==> src/ast_params.svh <==
`ifndef AST_PARAMS_SVH
`define AST_PARAMS_SVH

// Idle and frame levels on the serial line
`define AST_MARK            1'b1
`define AST_SPACE           1'b0
// Data bits per character
`define AST_DATA_BITS_8     4'h8
`define AST_DATA_BITS_9     4'h9
// Reset values of the control inputs' derived state
`define AST_DIVISOR_RESET   8'h00
// Cycles from a buffer write until the empty flag is valid
`define AST_FLAG_SETTLE     2'h2

`endif

==> src/ast_pkg.sv <==
package ast_pkg;

	typedef enum logic [2:0] {
		AST_IDLE  = 3'b001,
		AST_SHIFT = 3'b010,
		AST_STOP  = 3'b100
	} ast_state_t;

endpackage : ast_pkg

==> src/ast_tick_if.sv <==
`timescale 1ns/1ps

interface ast_tick_if;
	logic       run;
	logic [7:0] divisor;
	logic       tick;

	modport ctrl (
		output run,
		output divisor,
		input  tick
	);
	modport gen (
		input  run,
		input  divisor,
		output tick
	);
endinterface : ast_tick_if

==> src/ast_baud_gen.sv <==
`timescale 1ns/1ps
`include "ast_params.svh"

module ast_baud_gen (
	input  wire logic   clk,
	input  wire logic   rst,
	ast_tick_if.gen     tk
);
	logic [7:0] count_q;
	logic       tick_q;

	// Period is divisor+1 clocks; restarts while idle so a frame aligns
	always_ff @(posedge clk) begin // see RULE4
		if (rst || !tk.run) begin
			count_q <= `AST_DIVISOR_RESET;
			tick_q  <= 1'b0;
		end else if (count_q == tk.divisor) begin
			count_q <= `AST_DIVISOR_RESET;
			tick_q  <= 1'b1;
		end else begin
			count_q <= count_q + 8'h01;
			tick_q  <= 1'b0;
		end
	end

	assign tk.tick = tick_q;

endmodule : ast_baud_gen

==> src/ast_transmitter.sv <==
// Functional notes
// RULE1: Line rests at mark whenever no character is being sent.
// RULE2: Frame is start space, eight or nine data bits, mark stop, NRZ.
// RULE3: Every bit, start and stop included, lasts exactly one baud period.
// RULE4: Bit timing comes from an 8-bit divider on the system clock.
// RULE5: Data bits go out least significant bit first.
// RULE6: Transmit and receive share format and baud setting, otherwise independent.
// RULE7: No hardware parity; software may place parity in ninth bit.
// RULE8: Transmitter runs only with transmit enable, port enable, async mode.
// RULE9: Port enable forces the serial output pin to drive.
// RULE10: Port enable forces serial input pin to input, level still readable.
// RULE11: Setting transmit enable sets the buffer empty flag.
// RULE12: Buffer write starts sending; moves to idle shifter at once.
// RULE13: Buffered character waits for stop bit, then loads within one cycle.
// RULE14: Frame starts shifting immediately after load into shifter.
// RULE15: Shift register is not software accessible; loaded only from buffer.
// RULE16: Empty flag set when enabled and buffer empty; valid two cycles after write.
// RULE17: Shifter empty status clears on load, sets after all bits out.
// RULE18: Software writes ninth bit before the low eight bits.
// RULE19: Exactly one stop bit; back-to-back characters leave no idle gap.
`timescale 1ns/1ps
`include "ast_params.svh"

module ast_transmitter (
	input  wire logic       REF_CLK,
	input  wire logic       RST,
	input  wire logic       PORT_ENABLE,
	input  wire logic       TRANSMIT_ENABLE,
	input  wire logic       SYNC_MODE,
	input  wire logic       NINE_BIT_TX_SELECT,
	input  wire logic       TX_NINTH_BIT,
	input  wire logic [7:0] BAUD_DIVISOR,
	input  wire logic [7:0] TX_WRITE_DATA,
	input  wire logic       TX_WRITE,
	input  wire logic       PIN_DIRECTION_OUT,
	input  wire logic       PIN_LATCH_OUT,
	input  wire logic       PIN_DIRECTION_IN,
	input  wire logic       PIN_LATCH_IN,
	input  wire logic       SERIAL_IN_PIN_I,
	output logic            SERIAL_OUT_PIN_O,
	output logic            SERIAL_OUT_PIN_OE,
	output logic            SERIAL_IN_PIN_O,
	output logic            SERIAL_IN_PIN_OE,
	output logic            SERIAL_IN_LEVEL,
	output logic            TX_BUFFER_EMPTY_FLAG,
	output logic            SHIFTER_EMPTY_STATUS
);
	ast_tick_if tk ();

	ast_pkg::ast_state_t state_q;
	logic [8:0]          tx_holding_buffer_q;
	logic                buf_full_q;
	logic [9:0]          tx_shift_register_q;
	logic [3:0]          bits_left_q;
	logic                line_q;
	logic                flag_q;
	logic                shifter_empty_status_q;
	logic                in_s1_q;
	logic                in_s2_q;
	logic                in_s3_q;
	logic                in_lvl_q;
	logic                active;
	logic                load;
	logic                frame_end;
	logic                shifting;
	logic                flag_d;
	logic                shifter_empty_status_d;

	// Divider is the transmitter's own, not shared with a receiver; it starts on the
	// load edge, else the first bit of a frame is one clock longer
	assign tk.run     = shifting; // see RULE6
	assign tk.divisor = BAUD_DIVISOR;

	ast_baud_gen u_baud (
		.clk (REF_CLK),
		.rst (RST),
		.tk  (tk.gen)
	);

	assign active = TRANSMIT_ENABLE && PORT_ENABLE && !SYNC_MODE; // see RULE8
	assign frame_end = (state_q == ast_pkg::AST_STOP) && tk.tick;
	// Load at once when idle, or on the stop bit's final tick
	assign load = active && buf_full_q &&
		((state_q == ast_pkg::AST_IDLE) || frame_end); // see RULE12 RULE13
	// Busy from the load edge until the stop bit's last tick
	assign shifting = load ||
		((state_q != ast_pkg::AST_IDLE) && !frame_end); // see RULE3

	// Holding buffer; ninth bit sampled with the low byte
	always_ff @(posedge REF_CLK) begin
		if (RST || !TRANSMIT_ENABLE) begin
			buf_full_q          <= 1'b0;
			tx_holding_buffer_q <= 9'h000;
		end else if (TX_WRITE) begin
			// A write racing a load overwrites the freed slot
			buf_full_q          <= 1'b1;
			tx_holding_buffer_q <= {TX_NINTH_BIT, TX_WRITE_DATA}; // see RULE18
		end else if (load) begin
			buf_full_q <= 1'b0;
		end
	end

	// Frame sequencer; the shifter is fed only from the buffer
	always_ff @(posedge REF_CLK) begin // see RULE15
		if (RST || !active) begin
			state_q             <= ast_pkg::AST_IDLE;
			tx_shift_register_q <= 10'h3FF;
			bits_left_q         <= 4'h0;
		end else if (load) begin
			// Start bit at bit 0, then data LSB first
			state_q             <= ast_pkg::AST_SHIFT; // see RULE14
			tx_shift_register_q <= {tx_holding_buffer_q, `AST_SPACE};
			bits_left_q         <= NINE_BIT_TX_SELECT ? `AST_DATA_BITS_9
				: `AST_DATA_BITS_8; // see RULE2 RULE7
		end else if (tk.tick) begin
			case (state_q)
				ast_pkg::AST_SHIFT: begin
					tx_shift_register_q <= {`AST_MARK,
						tx_shift_register_q[9:1]}; // see RULE5
					if (bits_left_q == 4'h0) begin
						state_q <= ast_pkg::AST_STOP;
					end else begin
						bits_left_q <= bits_left_q - 4'h1;
					end
				end
				ast_pkg::AST_STOP: begin
					state_q <= ast_pkg::AST_IDLE; // see RULE19
				end
				default: begin
					state_q <= ast_pkg::AST_IDLE;
				end
			endcase
		end
	end

	// Stop bit is the mark forced in the stop state; one baud per bit
	always_ff @(posedge REF_CLK) begin // see RULE3
		if (RST) begin
			line_q <= `AST_MARK;
		end else if (state_q == ast_pkg::AST_IDLE) begin
			line_q <= `AST_MARK; // see RULE1
		end else if (state_q == ast_pkg::AST_STOP) begin
			line_q <= `AST_MARK; // see RULE2
		end else begin
			line_q <= tx_shift_register_q[0];
		end
	end

	// Next values of the two status bits
	always_comb begin
		flag_d = 1'b0;
		shifter_empty_status_d = 1'b1;
		if (TRANSMIT_ENABLE) begin
			// A load frees the slot unless a write refills it
			flag_d = !TX_WRITE && (!buf_full_q || load); // see RULE16
		end
		if (shifting) begin
			shifter_empty_status_d = 1'b0; // see RULE17
		end
	end

	// Registered flag lags one edge, so it is valid on the second cycle
	always_ff @(posedge REF_CLK) begin
		if (RST) begin
			flag_q <= 1'b0;
		end else begin
			flag_q <= flag_d; // see RULE11
		end
	end

	always_ff @(posedge REF_CLK) begin
		if (RST) begin
			shifter_empty_status_q <= 1'b1;
		end else begin
			shifter_empty_status_q <= shifter_empty_status_d;
		end
	end

	// Three-stage synchroniser for the input pin level
	always_ff @(posedge REF_CLK) begin
		if (RST) begin
			in_s1_q  <= `AST_MARK;
			in_s2_q  <= `AST_MARK;
			in_s3_q  <= `AST_MARK;
			in_lvl_q <= `AST_MARK;
		end else begin
			in_s1_q <= SERIAL_IN_PIN_I;
			in_s2_q <= in_s1_q;
			in_s3_q <= in_s2_q;
			if (in_s2_q == in_s3_q) begin
				in_lvl_q <= in_s3_q; // see RULE10
			end
		end
	end

	// Pin muxing; port latch is cut off while the port owns the pins
	always_ff @(posedge REF_CLK) begin
		if (RST) begin
			SERIAL_OUT_PIN_O  <= `AST_MARK;
			SERIAL_OUT_PIN_OE <= 1'b0;
		end else begin
			SERIAL_OUT_PIN_OE <= PORT_ENABLE || PIN_DIRECTION_OUT; // see RULE9
			SERIAL_OUT_PIN_O  <= PORT_ENABLE ? line_q : PIN_LATCH_OUT;
		end
	end

	// Input pin is forced to input while the port is on; level always sampled
	always_ff @(posedge REF_CLK) begin
		if (RST) begin
			SERIAL_IN_PIN_O   <= 1'b0;
			SERIAL_IN_PIN_OE  <= 1'b0;
		end else begin
			SERIAL_IN_PIN_OE  <= !PORT_ENABLE && PIN_DIRECTION_IN; // see RULE10
			SERIAL_IN_PIN_O   <= PORT_ENABLE ? 1'b0 : PIN_LATCH_IN;
		end
	end

	assign SERIAL_IN_LEVEL      = in_lvl_q;
	assign TX_BUFFER_EMPTY_FLAG = flag_q;
	assign SHIFTER_EMPTY_STATUS = shifter_empty_status_q;

endmodule : ast_transmitter

==> config.mk <==
export PLATFORM = sky130hd
export DESIGN_NAME = ast_transmitter
export DESIGN_NICKNAME = d
export VERILOG_FILES = /design/src/ast_pkg.sv /design/src/ast_tick_if.sv /design/src/ast_baud_gen.sv /design/src/ast_transmitter.sv
export VERILOG_INCLUDE_DIRS = /design/src
export SDC_FILE = /design/constraint.sdc
export NUM_CORES = 1
export LEC_CHECK = 0
export ABC_AREA = 1
export BUFFER_PORTS_ARGS = -buffer_cell sky130_fd_sc_hd__buf_4
export CORE_MARGIN = 1
export CORE_UTILIZATION = 50
export CTS_BUF_LIST = sky130_fd_sc_hd__clkbuf_8
export CTS_CLUSTER_DIAMETER = 30
export DETAILED_ROUTE_END_ITERATION = 6
export PLACE_DENSITY = 0.73
export SETUP_SLACK_MARGIN = 0.5
export SLEW_MARGIN = 20
export SYNTH_ARGS = -nofsm -noshare
export SYNTH_HDL_FRONTEND = slang
export SYNTH_SLANG_ARGS = --single-unit
==> constraint.sdc <==
create_clock -name REF_CLK -period 1.3 [get_ports REF_CLK]
set_input_delay 0.065 -clock REF_CLK [delete_from_list [all_inputs] [get_ports REF_CLK]]
set_output_delay 0.065 -clock REF_CLK [all_outputs]
set_load 0.005 [all_outputs]
==> flow_metrics.env <==
export IMPL_cp_start_kind="register"
export IMPL_syn_to_final_growth_pct=46.0
export IMPL_routedWlPerCell_um=12.1
export IMPL_synth_seq_cells=47
export IMPL_drc=0
export IMPL_cts_root_buf="clkbuf_8"
export IMPL_final_hold_violation_count=0
export IMPL_placed_cells=336
export IMPL_final_net_count=352
export IMPL_fmax_ghz=0.803
export IMPL_place_congestion=0.773
export IMPL_row_count=22
export IMPL_finalPower_mw=2.50
export IMPL_cp_arrival_ns=1.49
export IMPL_core_um2=3770
export IMPL_setup_tns_ns=0
export IMPL_dr_pass1_iters=4
export IMPL_min_period_over_period=0.958
export IMPL_track_usage=0.215
export IMPL_instances_no_fill=369
export IMPL_antenna_found_initial=0
export IMPL_cp_cell_sequence="inv_2, nand2_4, nor3_4, buf_6, nand2_2, nand2_2, o21ai_2, nand3_2"
export IMPL_vias=1846
export IMPL_cp_max_fo=5
export IMPL_clk_latency_ns=0.30
export IMPL_crit_family="simple AND/OR/NAND/NOR gates"
export IMPL_irDropWorstVdd_mv=0.582
export IMPL_io_pins=36
export IMPL_dpl_hpwl_um=2710
export IMPL_die_height_um=65.5
export IMPL_required_ns=1.55
export IMPL_finalSetupViolCount=0
export IMPL_syn_nets=287
export IMPL_drv_cap=0
export IMPL_fin_util=0.779
export IMPL_multiInputGateArea_um2=1130
export IMPL_netlist_top_cells_area="dfxtp_1, nand2_1, nand3_1"
export IMPL_outcome="completed"
export IMPL_crit_slowest_cell="dfxtp_4"
export IMPL_end_kind="register"
export IMPL_die_area_um2=4280
export IMPL_ys_types=30
export IMPL_nFillCells=277
export IMPL_min_period_ns=1.25
export IMPL_drtIter0Drc=97
export IMPL_finalClockSkew_ns=0.00561
export IMPL_grt_start_max_net_pins=14
export IMPL_worstHoldPathType="in2reg"
export IMPL_initial_utilization=0.534
export IMPL_antenna_diode_count=0
export IMPL_max_stage_delay_ns=0.37
export IMPL_rsz0062_at_grt="yes"
export IMPL_grt_pass1_wl_um=7040
export IMPL_numCtsBuffers=5
export IMPL_cts_sinks=47
export IMPL_grt_pass1_vias=1658
export IMPL_fin_area_um2=2940
export IMPL_cts_buffer_depth=2
export IMPL_ys_seq_area_frac=0.467
export IMPL_post_dp_cell_area_um2=2410
export IMPL_crit_path_frequent_cell="nand2_2"
export IMPL_criticalPathCategory="reg2reg"
export IMPL_powerDensity_nw_per_um2=852
export IMPL_synth_edf_count=0
export IMPL_synth_flop_cell="dfxtp_1"
export IMPL_post_synth_top_count_cell="nand2_1"
export IMPL_syn_area_um2=2010
export IMPL_cts_tree="built"
export IMPL_ant_nets=0
export IMPL_synthCells=255
export IMPL_synth_avg_cell_area_um2=7.89
export IMPL_clkTransAtPathRegs_ns=0.08
export IMPL_worst_slew_pin_slew_ns=0.370
export IMPL_fp_dieW_um=65.5
export IMPL_layout_area_seq_um2=978
export IMPL_critPathBufInv=2
export IMPL_leakagePower_nw=1.18
export IMPL_wirelength_um=4460
export IMPL_relSlewSlack=0.753
export IMPL_synth_top_cell_area_share=0.467
export IMPL_grt_ovfl_total=0
export IMPL_layout_drive_gt1_share=0.417
export IMPL_ys_warn_count=0
export IMPL_via_per_inst=5.00
export IMPL_yosys_area_top_type="dfxtp_1"
export IMPL_io_buffers=35
export IMPL_htreeDepth=2
export IMPL_slew_viol_final=0
export IMPL_ys_top_cells_by_count="nand2_1, dfxtp_1, nor2_1"
export IMPL_postSynth_asyncResetShare=0
## state kept, by name, indices dropped and copies added, names as in the netlist, 3 cells and up
register,count
state_q,3
tx_holding_buffer_q,9
u_baud.count_q,8
bits_left_q,4
tx_shift_register_q,10
## where the power goes
group	total, mW	switching, mW	internal [mW]
logic	0.211	0.0857	0.125
clock network	0.831	0.469	0.362
registers	1.46	0.0125	1.45
## final cells by class
type                    instances  area share
flip-flops and latches         47       0.333
clock inverters                 3     0.00426
multi-input cells             179       0.385
clock buffers                   5      0.0234
well taps                      48      0.0204
inverters                      21      0.0294
repair buffers                 66       0.204
## cell families after synthesis
family,synth area share
AO/OA/AOI/OAI,0.0653
XOR/XNOR,0.0609
adder cells (fa/ha/maj),0.0186
buffers and inverters,0.0665
flip-flops,0.467
AND/OR/NAND/NOR,0.321
## final timing paths
check,from,end,slack [ns],cells past startpoint
worst min-delay path,RST,SERIAL_IN_PIN_O,0.006,2
worst max register to register,state_q[2],tx_shift_register_q[1],0.05,8
worst min register to register,in_s1_q,in_s2_q,0.41,1
worst max-delay path,state_q[2],tx_shift_register_q[1],0.05,8
## repair_timing
| item | CTS | global route |
|---|---|---|
| gates cloned | 1 | 1 |
| hold buffers | 7 | 0 |
| gates resized for setup | 14 | 47 |
| pin swaps | 9 | 12 |
| hold endpoints to repair | 5 | 0 |
| endpoints found under the setup margin | 35 | 37 |
| setup buffers | 10 | 6 |
## routing by layer
| layer | wire (um) | vias up | global-route usage |
|---|---|---|---|
| met3 | 170 | 8 | 0.0660 |
| met5 | 0 | - | 0 |
| met1 | 1990 | 849 | 0.264 |
| met4 | 80 | 0 | 0.0924 |
| li1 | - | 953 | - |
| met2 | 2220 | 36 | 0.347 |
## stage by stage
stage / worst slack (ns) / hold WS (ns)
after floorplan: 0.196 / 0.141
after global placement: 0.122 / 0.254
after detailed placement: 0.0738 / 0.258
after CTS: 0.0963 / 0.000837
after global routing: -0.0307 / -0.000605
final: 0.0544 / 0.00611
## layout by cell type (no fill, tap or decap), types with 2 or more instances in the layout
cell / count
a21oi_1: 11
a21oi_2: 5
buf_4: 46
buf_6: 10
clkbuf_8: 5
dfxtp_1: 29
dfxtp_2: 12
dfxtp_4: 6
dlygate4sd3_1: 7
inv_1: 17
inv_2: 4
nand2_1: 61
nand2_2: 5
nand2_4: 5
nand3_1: 16
nand3_2: 3
nand3_4: 2
nand3b_1: 3
nand4_1: 9
nor2_1: 14
nor2_2: 8
nor2_4: 4
o21ai_0: 2
or2_2: 3
xnor2_1: 8
xnor2_2: 2
xor2_1: 4
Note: power is estimated with default switching activity, not from simulation.
